===== src/core/acfg_defines.svh =====
`ifndef ACFG_DEFINES_SVH
`define ACFG_DEFINES_SVH

// Register indices; byte address is four times the index
`define ACFG_IDX_CONFIG_A 8'h6B
`define ACFG_IDX_CONFIG_B 8'h6C
`define ACFG_IDX_VOL_BASE 8'h80
`define ACFG_IDX_STATUS 8'h88
`define ACFG_IDX_APPLIED_BASE 8'h90

// Reset values
`define ACFG_RST_CONFIG_A 8'h01
`define ACFG_RST_CONFIG_B 8'h40
`define ACFG_RST_VOLUME 8'hC9

// Processing configuration A field positions
`define ACFG_A_LOCK 7
`define ACFG_A_RSV 6
`define ACFG_A_DECIM_LSB 4
`define ACFG_A_AVG_LSB 2
`define ACFG_A_HPF_LSB 0

// Processing configuration B field positions
`define ACFG_B_GANG 7
`define ACFG_B_BIQ_LSB 5
`define ACFG_B_SOFT_DIS 4
`define ACFG_B_AGC 3
`define ACFG_B_RSV2 2
`define ACFG_B_RSV1 1
`define ACFG_B_ANTI 0

// Status field positions
`define ACFG_ST_BUSY_LSB 0
`define ACFG_ST_COMPRESS_LSB 4

// Field codes
`define ACFG_DECIM_RESERVED 2'h3
`define ACFG_AVG_OFF 2'h0
`define ACFG_AVG_ON 2'h1
`define ACFG_HPF_CUSTOM 2'h0
`define ACFG_VOL_MUTE 8'h00
`define ACFG_VOL_ZERO_DB 8'hC9

// Timing
`define ACFG_CLK_PERIOD_NS 50
`define ACFG_STEP_TIME_NS 1000
`define ACFG_STEP_CYCLES ((`ACFG_STEP_TIME_NS + `ACFG_CLK_PERIOD_NS - 1) / `ACFG_CLK_PERIOD_NS)

`endif


===== src/core/acfg_pkg.sv =====
package acfg_pkg;

	typedef enum logic [1:0] {
		ACFG_DECIM_LINEAR,
		ACFG_DECIM_LOW_LATENCY,
		ACFG_DECIM_ULTRA_LOW,
		ACFG_DECIM_RESERVED
	} acfg_decim_t;

	typedef enum logic [1:0] {
		ACFG_HPF_CUSTOM_IIR,
		ACFG_HPF_CUT_00025,
		ACFG_HPF_CUT_002,
		ACFG_HPF_CUT_008
	} acfg_hpf_t;

	typedef struct packed {
		logic runtime_volume_lock;
		acfg_decim_t decimation_response_sel;
		logic decim_code_reserved;
		logic channel_average_enable;
		logic average_code_reserved;
		acfg_hpf_t highpass_select;
		logic highpass_custom_allpass;
	} acfg_cfg_a_t;

	typedef struct packed {
		logic volume_shared_from_first;
		logic [1:0] biquad_count;
		logic soft_step_enable;
		logic auto_level_select;
		logic anti_clip_enable;
	} acfg_cfg_b_t;

	typedef struct packed {
		logic mute;
		logic [8:0] gain_half_db;
	} acfg_vol_t;

	typedef struct packed {
		logic cyc;
		logic stb;
		logic we;
		logic [3:0] sel;
		logic [31:0] adr;
		logic [31:0] dat;
	} acfg_wb_req_t;

	typedef struct packed {
		logic ack;
		logic [31:0] dat;
	} acfg_wb_rsp_t;

endpackage


===== src/core/acfg_vol_stepper.sv =====
`timescale 1ns/100ps
`include "acfg_defines.svh"

module acfg_vol_stepper #(
	parameter int STEP_CYCLES = `ACFG_STEP_CYCLES
) (
	// Clock and reset
	input wire logic clock,
	input wire logic rst_n,
	// Control
	input wire logic [7:0] target,
	input wire logic accept,
	input wire logic soft_step,
	// State
	output logic [7:0] applied,
	output logic busy
);

	localparam int CW = $clog2(STEP_CYCLES + 1);

	generate
		if (STEP_CYCLES < 1) begin : g_bad
			$error("STEP_CYCLES must be at least one");
		end
	endgenerate

	logic [CW-1:0] cnt_q;
	logic [7:0] applied_q;
	logic tick;

	assign tick = (cnt_q == '0);

	always_ff @(posedge clock or negedge rst_n) begin
		if (!rst_n) begin
			cnt_q <= '0;
		end else if (tick) begin
			cnt_q <= CW'(STEP_CYCLES - 1);
		end else begin
			cnt_q <= cnt_q - 1'b1;
		end
	end

	// Held while locked, jumps or ramps one half-dB code per tick otherwise
	always_ff @(posedge clock or negedge rst_n) begin
		if (!rst_n) begin
			applied_q <= `ACFG_RST_VOLUME;
		end else if (accept && applied_q != target) begin
			if (!soft_step) begin
				applied_q <= target;
			end else if (tick) begin
				applied_q <= (applied_q > target) ? applied_q - 8'h01 : applied_q + 8'h01;
			end
		end
	end

	assign applied = applied_q;
	assign busy = (applied_q != target);

endmodule


===== src/core/acfg_vol_decode.sv =====
`timescale 1ns/100ps
`include "acfg_defines.svh"

module acfg_vol_decode (
	// Clock and reset
	input wire logic clock,
	input wire logic rst_n,
	// Code in, level out
	input wire logic [7:0] code,
	output acfg_pkg::acfg_vol_t level
);

	acfg_pkg::acfg_vol_t level_q;

	// Gain in half-dB steps relative to 0 dB
	always_ff @(posedge clock or negedge rst_n) begin
		if (!rst_n) begin
			level_q <= '0;
		end else begin
			level_q.mute <= (code == `ACFG_VOL_MUTE);
			level_q.gain_half_db <= {1'b0, code} - {1'b0, `ACFG_VOL_ZERO_DB};
		end
	end

	assign level = level_q;

endmodule


===== src/core/acfg_dsp_config.sv =====
// Register access over Wishbone was left to the implementer.
`timescale 1ns/100ps
`include "acfg_defines.svh"

module acfg_dsp_config #(
	parameter int CHANNELS = 2,
	parameter int STEP_CYCLES = `ACFG_STEP_CYCLES
) (
	// Clock and reset
	input wire logic clock,
	input wire logic rst_n,
	// Wishbone slave
	input acfg_pkg::acfg_wb_req_t wb_req,
	output acfg_pkg::acfg_wb_rsp_t wb_rsp,
	// Converter and gain controller state
	input wire logic adc_powered,
	input wire logic [CHANNELS-1:0] agc_channel_enable,
	input wire logic [CHANNELS-1:0] channel_gain_above_0db,
	input wire logic [CHANNELS-1:0] level_over_threshold,
	// Processing configuration
	output acfg_pkg::acfg_cfg_a_t cfg_a,
	output acfg_pkg::acfg_cfg_b_t cfg_b,
	// Per-channel volume and level control
	output acfg_pkg::acfg_vol_t channel_level [CHANNELS],
	output logic [CHANNELS-1:0] volume_step_busy,
	output logic [CHANNELS-1:0] auto_level_active,
	output logic [CHANNELS-1:0] compress_level,
	output logic [CHANNELS-1:0] keep_programmed_gain
);

	generate
		if (CHANNELS < 1 || CHANNELS > 4) begin : g_bad_ch
			$error("CHANNELS must be between one and four");
		end
		if (STEP_CYCLES < 1) begin : g_bad_step
			$error("STEP_CYCLES must be at least one");
		end
	endgenerate

	// Reset release synchroniser
	logic rst_meta_q;
	logic rst_sync_q;

	always_ff @(posedge clock or negedge rst_n) begin
		if (!rst_n) begin
			rst_meta_q <= 1'b0;
		end else begin
			rst_meta_q <= 1'b1;
		end
	end

	always_ff @(posedge clock or negedge rst_n) begin
		if (!rst_n) begin
			rst_sync_q <= 1'b0;
		end else begin
			rst_sync_q <= rst_meta_q;
		end
	end

	logic rst_s_n;
	assign rst_s_n = rst_sync_q;

	// Bus decode
	logic req;
	logic adr_ok;
	logic [7:0] idx;
	logic mapped;
	logic [31:0] rd_d;
	logic ack_q;
	logic [31:0] rdat_q;
	logic wr_en;

	assign req = wb_req.cyc && wb_req.stb;
	assign adr_ok = (wb_req.adr[31:10] == 22'h000000) && (wb_req.adr[1:0] == 2'h0);
	assign idx = wb_req.adr[9:2];
	// Write lands on the edge that the master sees ack
	assign wr_en = req && wb_req.we && ack_q && wb_req.sel[0] && mapped;

	// Register storage
	logic [7:0] cfg_a_q;
	logic [7:0] cfg_b_q;
	logic [7:0] vol_q [CHANNELS];
	logic [7:0] applied [CHANNELS];
	logic [7:0] status_d;
	logic [CHANNELS-1:0] compress_q;
	logic [CHANNELS-1:0] auto_level_q;

	always_comb begin
		status_d = 8'h00;
		for (int i = 0; i < CHANNELS; i++) begin
			status_d[`ACFG_ST_BUSY_LSB + i] = volume_step_busy[i];
			status_d[`ACFG_ST_COMPRESS_LSB + i] = compress_q[i];
		end
	end

	// Read mux; unmapped addresses answer with zero
	always_comb begin
		rd_d = 32'h00000000;
		mapped = 1'b0;
		if (adr_ok) begin
			if (idx == `ACFG_IDX_CONFIG_A) begin
				rd_d[7:0] = cfg_a_q;
				mapped = 1'b1;
			end
			if (idx == `ACFG_IDX_CONFIG_B) begin
				rd_d[7:0] = cfg_b_q;
				mapped = 1'b1;
			end
			if (idx == `ACFG_IDX_STATUS) begin
				rd_d[7:0] = status_d;
				mapped = 1'b1;
			end
			for (int i = 0; i < CHANNELS; i++) begin
				if (idx == `ACFG_IDX_VOL_BASE + 8'(i)) begin
					rd_d[7:0] = vol_q[i];
					mapped = 1'b1;
				end
				if (idx == `ACFG_IDX_APPLIED_BASE + 8'(i)) begin
					rd_d[7:0] = applied[i];
					mapped = 1'b1;
				end
			end
		end
	end

	// Ack one cycle after the request, dropped the cycle after
	always_ff @(posedge clock or negedge rst_s_n) begin
		if (!rst_s_n) begin
			ack_q <= 1'b0;
		end else begin
			ack_q <= req && !ack_q;
		end
	end

	always_ff @(posedge clock or negedge rst_s_n) begin
		if (!rst_s_n) begin
			rdat_q <= 32'h00000000;
		end else if (req && !ack_q) begin
			rdat_q <= rd_d;
		end
	end

	assign wb_rsp.ack = ack_q;
	assign wb_rsp.dat = rdat_q;

	// Processing configuration A, reserved bit stored as written
	always_ff @(posedge clock or negedge rst_s_n) begin
		if (!rst_s_n) begin
			cfg_a_q <= `ACFG_RST_CONFIG_A;
		end else if (wr_en && idx == `ACFG_IDX_CONFIG_A) begin
			cfg_a_q <= wb_req.dat[7:0];
		end
	end

	// Processing configuration B
	always_ff @(posedge clock or negedge rst_s_n) begin
		if (!rst_s_n) begin
			cfg_b_q <= `ACFG_RST_CONFIG_B;
		end else if (wr_en && idx == `ACFG_IDX_CONFIG_B) begin
			cfg_b_q <= wb_req.dat[7:0];
		end
	end

	// Volume codes, one register per channel
	always_ff @(posedge clock or negedge rst_s_n) begin
		if (!rst_s_n) begin
			for (int i = 0; i < CHANNELS; i++) begin
				vol_q[i] <= `ACFG_RST_VOLUME;
			end
		end else begin
			for (int i = 0; i < CHANNELS; i++) begin
				if (wr_en && idx == `ACFG_IDX_VOL_BASE + 8'(i)) begin
					vol_q[i] <= wb_req.dat[7:0];
				end
			end
		end
	end

	// Field decode
	logic [1:0] decim_code;
	logic [1:0] avg_code;
	logic [1:0] hpf_code;
	logic volume_lock;
	logic accept_volume;
	logic soft_step;

	assign decim_code = cfg_a_q[`ACFG_A_DECIM_LSB +: 2];
	assign avg_code = cfg_a_q[`ACFG_A_AVG_LSB +: 2];
	assign hpf_code = cfg_a_q[`ACFG_A_HPF_LSB +: 2];
	assign volume_lock = cfg_a_q[`ACFG_A_LOCK];
	// Locked while powered: the last applied volume stands
	assign accept_volume = !(volume_lock && adc_powered);
	assign soft_step = !cfg_b_q[`ACFG_B_SOFT_DIS];

	assign cfg_a.runtime_volume_lock = volume_lock;
	assign cfg_a.decimation_response_sel = acfg_pkg::acfg_decim_t'(decim_code);
	assign cfg_a.decim_code_reserved = (decim_code == `ACFG_DECIM_RESERVED);
	assign cfg_a.channel_average_enable = (avg_code == `ACFG_AVG_ON);
	assign cfg_a.average_code_reserved = (avg_code != `ACFG_AVG_OFF) && (avg_code != `ACFG_AVG_ON);
	assign cfg_a.highpass_select = acfg_pkg::acfg_hpf_t'(hpf_code);
	assign cfg_a.highpass_custom_allpass = (hpf_code == `ACFG_HPF_CUSTOM);

	assign cfg_b.volume_shared_from_first = cfg_b_q[`ACFG_B_GANG];
	assign cfg_b.biquad_count = cfg_b_q[`ACFG_B_BIQ_LSB +: 2];
	assign cfg_b.soft_step_enable = soft_step;
	assign cfg_b.auto_level_select = cfg_b_q[`ACFG_B_AGC];
	assign cfg_b.anti_clip_enable = cfg_b_q[`ACFG_B_ANTI];

	// Per-channel volume path
	genvar g;
	generate
		for (g = 0; g < CHANNELS; g++) begin : g_ch
			logic [7:0] target;
			// Ganged: every channel follows the first; ungang: each channel follows its own
			assign target = cfg_b_q[`ACFG_B_GANG] ? vol_q[0] : vol_q[g];

			acfg_vol_stepper #(
				.STEP_CYCLES(STEP_CYCLES)
			) u_step (
				.clock(clock),
				.rst_n(rst_s_n),
				.target(target),
				.accept(accept_volume),
				.soft_step(soft_step),
				.applied(applied[g]),
				.busy(volume_step_busy[g])
			);

			acfg_vol_decode u_dec (
				.clock(clock),
				.rst_n(rst_s_n),
				.code(applied[g]),
				.level(channel_level[g])
			);
		end
	endgenerate

	// Auto level and anti-clip per channel
	always_ff @(posedge clock or negedge rst_s_n) begin
		if (!rst_s_n) begin
			auto_level_q <= '0;
		end else begin
			auto_level_q <= {CHANNELS{cfg_b_q[`ACFG_B_AGC]}} & agc_channel_enable;
		end
	end

	always_ff @(posedge clock or negedge rst_s_n) begin
		if (!rst_s_n) begin
			compress_q <= '0;
		end else begin
			compress_q <= {CHANNELS{cfg_b_q[`ACFG_B_ANTI]}} & channel_gain_above_0db
				& agc_channel_enable & level_over_threshold;
		end
	end

	assign auto_level_active = auto_level_q;
	assign compress_level = compress_q;
	assign keep_programmed_gain = ~compress_q;

endmodule


===== config.mk =====
export PLATFORM = sky130hd
export DESIGN_NAME = acfg_dsp_config
export DESIGN_NICKNAME = d
export VERILOG_FILES = /design/src/core/acfg_pkg.sv /design/src/core/acfg_vol_stepper.sv /design/src/core/acfg_vol_decode.sv /design/src/core/acfg_dsp_config.sv
export VERILOG_INCLUDE_DIRS = /design/src /design/src/core
export SDC_FILE = /design/constraint.sdc
export NUM_CORES = 1
export LEC_CHECK = 0
export ABC_CLOCK_PERIOD_IN_PS = 3500
export BUFFER_PORTS_ARGS = -buffer_cell sky130_fd_sc_hd__buf_2
export CORE_MARGIN = 5
export CORE_UTILIZATION = 45
export DETAILED_ROUTE_END_ITERATION = 16
export PLACE_DENSITY_LB_ADDON = 0.2
export RECOVER_POWER = 25
export REMOVE_ABC_BUFFERS = 1
export SLEW_MARGIN = 25
export SYNTH_ARGS = -nofsm -noshare
export SYNTH_HDL_FRONTEND = slang
export SYNTH_SLANG_ARGS = --single-unit
export TNS_END_PERCENT = 10

===== constraint.sdc =====
create_clock -name clock -period 3.5 [get_ports clock]
set_clock_uncertainty 0.1 [all_clocks]
set_input_delay 0.175 -clock clock [delete_from_list [all_inputs] [get_ports clock]]
set_output_delay 0.175 -clock clock [all_outputs]
set_load 0.005 [all_outputs]

# Word-level counts from Yosys, hierarchy flattened
# Index checks and enable logic that the tools add are counted.
totals:
  wordCells: 100
  out_inout_bits: 76
  regBits: 93
  in_bits: 80
op_classes:
  n_addsub: 8
  bitwise_logic: 5
  n_reduce_logical: 30
  n_mux: 25
  eq_ne: 12
  order_cmp: 2
op_table:
  columns: ["operator", "n"]
  rows:
  - ["$mux W8", 15]
  - ["$eq A8 B8 Y1 const B", 5]
  - ["$logic_not A22 Y1", 1]
  - ["$sub A8 B8 Y9 const B", 2]
  - ["$add A8 B1 Y8 const B", 2]
  - ["$eq A8 B7 Y1 const B", 2]
  - ["$gt A8 B8 Y1", 2]
  - ["$logic_not A8 Y1", 2]
  - ["$ne A8 B8 Y1", 2]
  - ["$sub A8 B1 Y8 const B", 2]
  - ["$logic_and A1 B1 Y1", 15]
  - ["$logic_not A5 Y1", 2]
  - ["$mux W5", 2]
  - ["$sub A5 B1 Y5 const B", 2]
  - ["$and A2 B2 Y2", 4]
  - ["$mux W1", 8]
  - ["$reduce_bool A2 Y1", 3]
  - ["$logic_not A2 Y1", 2]
  - ["$reduce_and A2 Y1", 2]
  - ["$logic_not A1 Y1", 3]
  - ["$eq A2 B1 Y1 const B", 1]
  - ["$eq A2 B2 Y1 const B", 1]
  - ["$ne A2 B1 Y1 const B", 1]
  - ["$not A2 Y2", 1]

# Logic depth before layout (Yosys ltp)
# Gate-level depths: netlist of run 1.
depth:
  depth_word: 11
  ltp_mapped: 15
  ltp_nobuf: 15

# Modules after synthesis
# A second synthesis of run 1 with hierarchy kept.
unflattened:
  hier_cells: 567
  area_unflattened_um2: 6015.8
by_module_without_submodules:
  columns: ["module", "area_each_um2", "seq_area_each_um2", "n_inst", "cells_per_inst"]
  rows:
  - ["acfg_dsp_config", 2936.6, 1188.6, 1, 244]
  - ["acfg_vol_stepper at g_ch[0].u_step", 1124.8, 330.3, 1, 130]
  - ["acfg_vol_stepper at g_ch[1].u_step", 1123.6, 330.3, 1, 129]
  - ["acfg_vol_decode", 415.4, 250.2, 2, 32]

# Worst setup path after synthesis of run 1
# Ideal clock, no wire load.
synth_path:
  path_kind: "register to register"
  start: "reg cfg_b_q[7]"
  end: "reg g_ch[1].u_step.applied_q[6]"
  setup_ps: 82
  t_required_ps: 3318
  setup_slack_ps: -69
  arrival_ps: 3387
  synth_period_minus_slack_ps: 3569
  stages_incl_launch_ff: 16
  path_cell_list: "dfrtp_1 -> clkbuf_1 -> mux2_2 -> ha_1 -> nand4_1 -> nor2_1 -> a21oi_1 -> nor2_1 -> inv_1 -> ha_1 -> nor2b_1 -> o21ai_0 -> nand2b_1 -> a21oi_1 -> mux2_2 -> o31a_1"
synth_between:
  elab_chain_cells: 5
  word_cells_on_any_way: 8
  classes_between: "order compare (1); eq/ne (1); mux (4); reduce/logical (2)"
synth_lines:
  columns: ["item", "line_no", "rtl"]
  rows:
  - ["start, declared", "acfg_dsp_config.sv:81", "logic [7:0] cfg_b_q;"]
  - ["start signal, assigned", "acfg_dsp_config.sv:158", "cfg_b_q <= `ACFG_RST_CONFIG_B;"]
  - ["start signal, assigned", "acfg_dsp_config.sv:160", "cfg_b_q <= wb_req.dat[7:0];"]
  - ["$mux W8 *", "acfg_dsp_config.sv:215", "assign target = cfg_b_q[`ACFG_B_GANG] ? vol_q[0] : vol_q[g];"]
  - ["$gt A8 B8 Y1", "acfg_vol_stepper.sv:51", "applied_q <= (applied_q > target) ? applied_q - 8'h01 : applied_q + 8'h01;"]
  - ["$mux W8", "acfg_vol_stepper.sv:51", null]
  - ["$mux W8", "acfg_vol_stepper.sv:50", "end else if (tick) begin"]
  - ["$mux W8", "acfg_vol_stepper.sv:48", "if (!soft_step) begin"]
  - ["end signal, assigned", "acfg_vol_stepper.sv:46", "applied_q <= `ACFG_RST_VOLUME;"]
  - ["end signal, assigned", "acfg_vol_stepper.sv:49", "applied_q <= target;"]
  - ["end signal, assigned", "acfg_vol_stepper.sv:51", null]
  - ["end, declared", "acfg_vol_stepper.sv:28", "logic [7:0] applied_q;"]
# Mark *: on every way between the ends. The rest lies on a longest branch, timed or not. The select of a mux whose other input is x is not followed.
# A chain may end at the register's enable or synchronous reset.

# Worst setup path after layout of run 1
layout_path:
  start: "reg cfg_b_q[7]"
  end: "reg g_ch[1].u_step.applied_q[7]"
# Same word-level chain as after synthesis.

==> summary.txt, run 1 <==
STA
  • Slew Limit Fails: 46
  • Post-route worst setup slack: -62.4 ps
  • WHS: 9.51 ps
  • Tmin final: approximately 3600 ps
  • Worst slew pin tran: ~1800 ps
  • Peak Freq: about 280 MHz
  • Final TNS setup: -62.4 ps
  • Final setup fails: 1
  • RSZ-0062 raised after global routing: yes
  • Final hold vios: 0
  • Final period utilization: 102%
  • Slew headroom: -20.2%

Global routing
  • Vias in the first global route: 4,741
  • First-pass GRT wire length: 24.6 mm
  • Initial antenna violation count: 0
  • GRT Total Usage: about a fifth
  • Largest net degree at the start of global routing: 46
  • GRT Residual Overflow: 0

CTS
  • Clk_lat worst skew: 360 ps
  • CTS sink cnt: 93
  • Root buf cell: clkbuf_16
  • CTS clock-pin slew for the worst setup and hold paths: ~70 ps
  • CTS tree: yes
  • H-Tree Depth: 3
  • CTS max path bufs: 2
  • CTS Buf Count: 9

Finish
  • Share of cells above drive strength 1: between 30 and 40%
  • Multi-input gate area: around 3100 um^2
  • Nets: about 840
  • Core Util, Final: between 50% and 60%
  • Synth-to-Final Area Change: 22.3%
  • Antenna cells: 0
  • Final Instance Count excl. Fillers: 906
  • Storage cell area: 2350 um^2
  • Fillers: roughly 1,100

Place
  • Placement Setup Slack: -171 ps
  • PortBufs: 104
  • Placed cells: roughly 900
  • Final Wtd Congestion: slightly above 0.9
  • Final HPWL DP: 11.8 mm

Worst setup path
  • Data required, critical path: 3690 ps
  • Crit. End Element: flop
  • Crit path launch type: flop
  • Setup CP Type: reg2reg
  • Worst EP arrival: between 3000 and 4000 ps
  • Reg2reg setup slack: -60 ps
  • Worst-path fanout max: 6

Synth
  • Synth warnings: 0
  • Post-Syn Area: between 5000 and 6000 um^2
  • FFs w/ async S/R, synth: 100%
  • Syn_area_per_cell: 9.62 um^2
  • Sequential-to-total area share from yosys stat: around two fifths
  • Post-Syn Instances: approximately 600
  • Yosys reg bits: 93
  • EDFF count, synth: 0
  • Ys flop type: dfrtp_1
  • Count of cell types in the netlist: 59

Min path
  • Min-Delay Path Class: in2reg

Run status
  • Failing checks: capacitance limit, slew limit, setup timing
  • Status: complete, but fails checks

Job
  • Max cap viols: 1

Power
  • Leakage: 0.00329 uW
  • Pwr dens: slightly above 300 nW/um^2
  • Maximum vdd ir drop: 0.000321 V

Floorplan
  • Initial Utilization: a little under half
  • IO Count: about 160
  • Die Y-Extent: between 100 and 150 um
  • Die area: between 15,000 and 20,000 um^2
  • Die Wd: 123 um
  • Core box area: roughly 13,000 um^2
  • Rows: 41

Routing
  • DRC: 0
  • DR WL/cell: between 15 and 20 um
  • Routed vias: ~4,900
  • Drt via density: 5.37
  • Total iterations of the first detailed-routing run: 5
  • WL final: between 15 and 20 mm
  • Drt initial violations: 269
  • Post-DRT Antenna Nets: 0
==> final timing paths <==
check,start,to,cells after the start
max,cfg_b_q[7],g_ch[1].u_step.applied[7],15
min,level_over_threshold[0],compress_level[0],2
max in group asynchronous,rst_s_n,g_ch[1].u_step.applied[3],1
min in group asynchronous,rst_n,rst_meta_q,2
max reg2reg,cfg_b_q[7],g_ch[1].u_step.applied[7],15
min reg2reg,rst_meta_q,rst_s_n,0
==> cell type report <==
| type | instances | area share [%] |
|---|---|---|
| Clock buffer | 11 | 3.43 |
| Clock inverter | 5 | 0.566 |
| Inverter | 38 | 2.02 |
| Multi-Input combinational cell | 426 | 43.9 |
| Sequential cell | 93 | 33.3 |
| Tap cell | 172 | 3.04 |
| Timing Repair Buffer | 161 | 13.8 |
==> cells in the final DEF (no fill, tap or decap), types with 14 or more instances in the layout <==
cell type and n:
inv_1 37, o21ai_0 28, nor2_1 42, dfstp_2 16
nor3_1 18, dfrtp_1 74, nand2_1 32, a21oi_1 31
ha_1 28, nand3_1 14, conb_1 25, buf_4 50
mux2_2 28, buf_2 101
==> synthesized netlist by cell type (all sizes together) (9+ instances only) <==
library cell | instances | area [um^2]
clkbuf | 24 | 90.1
xnor2 | 11 | 96.3
nor2 | 44 | 165
dfstp | 18 | 473
mux2i | 11 | 110
xor2 | 10 | 87.6
buf | 43 | 317
a21oi | 35 | 175
dfrtp | 75 | 1880
ha | 32 | 400
nand2 | 32 | 120
a22oi | 12 | 90.1
mux2 | 36 | 435
nor4 | 10 | 62.6
nand3 | 14 | 70.1
nor3 | 18 | 90.1
or3 | 9 | 56.3
o21ai | 30 | 150
inv | 38 | 143
==> state kept, by name (all words and copies together), names as in the netlist <==
name	cells
rst_s_n	1
compress_level	2
g_ch.u_step.applied	16
auto_level_active	2
ack_q	1
g_ch.u_dec.level	20
vol_q	8
g_ch.u_step.cnt_q	10
rst_meta_q	1
cfg_a_q	8
g_ch.target	8
rdat_q	8
cfg_b_q	8
==> worst max-delay path: stages, from the launching register on <==
cell and delay [ps]:
dfrtp_2 500, buf_6 160, mux2i_2 260, ha_1 290, nand4_1 180, nor2_4 80
a211oi_4 250, nor2_2 80, inv_2 130, buf_6 130, ha_2 260, or3_4 370
o221a_4 130, or3_4 340, a21oi_2 140, nand3b_1 110
==> kinds of logic after synthesis <==
group                    synth area share, %
AND/OR/NAND/NOR                         15.6
AO/OA/AOI/OAI                           13.9
flip-flops                              40.6
XOR/XNOR                                3.18
multiplexers                            9.44
adder cells (fa/ha/maj)                 7.62
buffers and inverters                   9.50
other                                  0.130
==> metrics by stage <==
step	power, uW	instance area [um^2]
final	2140	7070
after global routing	2220	7070
after global placement	1200	6570
after CTS	2160	6970
after floorplan	1140	5460
after detailed placement	1210	6570
==> where the power goes <==
| group | internal [uW] | switching (uW) |
|---|---|---|
| clock | 511 | 440 |
| sequential | 1080 | 10.4 |
| combinational | 39.4 | 63.5 |
| total | 1630 | 514 |
==> metal layers <==
layer,up-vias,share of wire (%),global-route usage (%)
li1,2331,-,-
met4,0,1.8,7.40
met3,25,5.9,3.43
met1,2346,43,28.8
met2,163,49,33.7
met5,-,0,0
==> what timing repair did <==
item | CTS | global route
hold endpoints to repair | 5 | 0
buffers inserted | 3 | 2
hold buffers | 4 | 0
gates resized for setup | 12 | 20
pin swaps | 9 | 8
cloned | 0 | 0
endpoints found under the setup margin | 4 | 4
Note: power is estimated with default switching activity, not from simulation.
==> inputs of run 2 (changes only) <==
--- a/config.mk
+++ b/config.mk
@@ -8,8 +8,9 @@
 export LEC_CHECK = 0
 export ABC_CLOCK_PERIOD_IN_PS = 3500
 export BUFFER_PORTS_ARGS = -buffer_cell sky130_fd_sc_hd__buf_2
-export CORE_MARGIN = 5
+export CORE_MARGIN = 1.5
 export CORE_UTILIZATION = 45
+export CTS_CLUSTER_DIAMETER = 120
 export DETAILED_ROUTE_END_ITERATION = 16
 export PLACE_DENSITY_LB_ADDON = 0.2
 export RECOVER_POWER = 25
==> summary.txt, run 2 (synthesis gave the netlist of run 1 again) <==
Routing
  • Drt via density: 5.40 (+0.55%)
  • Total iterations of the first detailed-routing run: 5 (unchanged)
  • Post-DRT Antenna Nets: 0 (unchanged)
  • Drt initial violations: 349 (+30%)
  • Routed vias: 4,897 (+0.66%)
  • DR WL/cell: 16.4 um (-5.3%)
  • WL final: 14.9 mm (-5.2%)
  • DRC: 0 (unchanged)

Finish
  • Most common cell after layout, fill and taps aside: buf_2
  • Synth-to-Final Area Change: 22.1%
  • Antenna cells: 0 (unchanged)
  • Nets: 844 (+0.12%)
  • Largest register FFs: 20 (unchanged)
  • Multi-input gate area: 3030 um^2 (-2.3%)
  • Storage cell area: 2350 um^2 (unchanged)
  • Share of cells above drive strength 1: 31.7% (-2.4 points)
  • Commonest cells after routing, fill and taps aside: buf_2 (101), dfrtp_1 (74), buf_4 (44), nor2_1 (43), inv_1 (37)
  • Fillers: 1,157 (+2.2%)
  • Final Instance Count excl. Fillers: 907 (+0.11%)

CTS
  • CTS max path bufs: 2 (unchanged)
  • CTS clock-pin slew for the worst setup and hold paths: 70 ps (about the same)
  • CTS Buf Count: 9 (unchanged)
  • Root buf cell: clkbuf_16
  • H-Tree Depth: 3 (unchanged)
  • CTS tree: yes
  • Clk_lat worst skew: 360 ps (about the same)
  • CTS sink cnt: 93 (unchanged)

STA
  • Slew headroom: -2.05% (+18 points)
  • RSZ-0062 raised after global routing: yes
  • Final period utilization: 98.0% (-3.8 points)
  • Final hold vios: 0 (unchanged)
  • Peak Freq: 292 MHz (+3.9%)
  • Final setup fails: 0 (-1)
  • Worst slew pin tran: 1530 ps (-272 ps)
  • Post-route worst setup slack: 71.7 ps (+134 ps)
  • Tmin final: 3430 ps (-134 ps)
  • WHS: 20.7 ps (+11.2 ps)
  • Slew Limit Fails: 37 (-20%)

Power
  • Int Pwr: 1710 uW (+4.9%)
  • Switch share: 23.5% (-0.51 points)
  • Power Total: 2230 uW (+4.2%)
  • Leakage: 0.00330 uW (+0.40%)
  • Pwr dens: 316 nW/um^2 (+4.4%)
  • Share of total power in sequential cells: 48.7% (-2.1 points)
  • Maximum vdd ir drop: 0.000257 V (-20%)
  • Clock power frac: 46.5% (+2.1 points)
  • Gate power share: 4.8% (about the same)
  • Switching power: 524 uW (+2.0%)

Place
  • Final HPWL DP: 11.4 mm (-4.1%)
  • PortBufs: 104 (unchanged)
  • Final Wtd Congestion: 0.876 (-5.8%)
  • Placed cells: 880 (-0.11%)
  • Placement Setup Slack: -43.2 ps (+128 ps)

Floorplan
  • IO Count: 156 (unchanged)
  • Die Y-Extent: 116 um (-5.7%)
  • Rows: 41 (unchanged)
  • Initial Utilization: 46.0% (+0.19 points)
  • Core box area: 12,600 um^2 (-0.41%)
  • Die Wd: 116 um (-5.7%)
  • Die area: 13,500 um^2 (-11%)

Worst setup path
  • Worst-path cell chain: buf_12 > mux2i_1 > ha_1 > a21oi_1 > a211oi_2 > nor2_1 > inv_2 > ha_1 > a21oi_2 > o211ai_1 > o221a_2 > or3_1 > a21oi_1 > nand3b_1
  • Slowest cell on crit path: dfrtp_2
  • Worst-path fanout max: 6 (unchanged)
  • Crit path launch type: flop
  • Largest stage delay on the critical path: 450 ps (-50 ps)
  • Data required, critical path: 3700 ps (about the same)
  • Worst EP arrival: 3620 ps (-140 ps)
  • Setup CP Type: reg2reg
  • Crit. End Element: flop

Global routing
  • Vias in the first global route: 4,643 (-2.1%)
  • Largest net degree at the start of global routing: 54 (+17%)
  • Initial antenna violation count: 0 (unchanged)
  • GRT Residual Overflow: 0 (unchanged)
  • First-pass GRT wire length: 23.6 mm (-4.1%)
  • GRT Total Usage: 23.1% (+2.1 points)

Min path
  • Min-Delay Path Class: in2reg

Run status
  • Status: complete, but fails checks
  • Failing checks: capacitance limit, slew limit

Job
  • Max cap viols: 1 (unchanged)
run 2: through the flow:
step	TNS [ps]	instance area (um^2)	util, %
4_1_cts	0	7010	55.8
3_3_place_gp	0	6540	52.1
5_1_grt	-68.7	7060	56.2
3_5_place_dp	-78.7	6580	52.4
6_report	0	7060	56.2
2_1_floorplan	0	5460	-
run 2: area by class of cell:
type	count	area share, %
clock buffer	10	3.39
timing repair buffer	162	14.2
sequential	93	33.3
tap	172	3.05
clock inverter	6	1.08
multi-input combinational	426	43.0
inverter	38	2.02
run 2: routing by layer:
layer  wire, um  track usage, %  vias up
li1           -               -     2338
met1       6650            30.6     2373
met2       7070            37.7      168
met3        872            4.67       18
met4        267            8.70        0
met5          0               0        -
run 2: timing repair:
action / in CTS / in global routing
hold endpoints to repair: 13 / 0
endpoints found under the setup margin: 2 / 6
cloned: 0 / 0
pin swaps: 0 / 7
hold buffers: 10 / 0
gates resized for setup: 3 / 12
buffers inserted: 0 / 1
run 2: final timing paths:
| kind | startpoint | to | slack [ps] | cells after the start |
|---|---|---|---|---|
| setup / recovery | cfg_b_q[7] | g_ch[1].u_step.applied[7] | 70 | 14 |
| hold / removal | wb_req[7] | cfg_a_q[7] | 20 | 2 |
| setup reg to reg | cfg_b_q[7] | g_ch[1].u_step.applied[7] | 70 | 14 |
| hold reg to reg | rst_meta_q | rst_s_n | 260 | 0 |
| max in group asynchronous | rst_s_n | g_ch[1].u_step.applied[6] | 1770 | 1 |
| min in group asynchronous | rst_s_n | g_ch[1].u_step.cnt_q[1] | 540 | 0 |
run 2: power groups by stage:
stage	Sequential [uW]	Clock, uW	Combinational [uW]
final	1090	1040	108
after global routing	1090	1100	122
after CTS	1090	1060	107
after detailed placement	1110	0	101
after global placement	1120	0	82.3
after floorplan	1110	0	30.5
run 2: worst max-delay path, delay by kind of cell, from the launching register on:
kind | cells | cell delay, ps
AND/OR/NAND/NOR | 3 | 620
buffers and inverters | 2 | 260
multiplexers | 1 | 260
AO/OA/AOI/OAI | 6 | 1050
flip-flops | 1 | 450
adder cells (fa/ha/maj) | 2 | 610
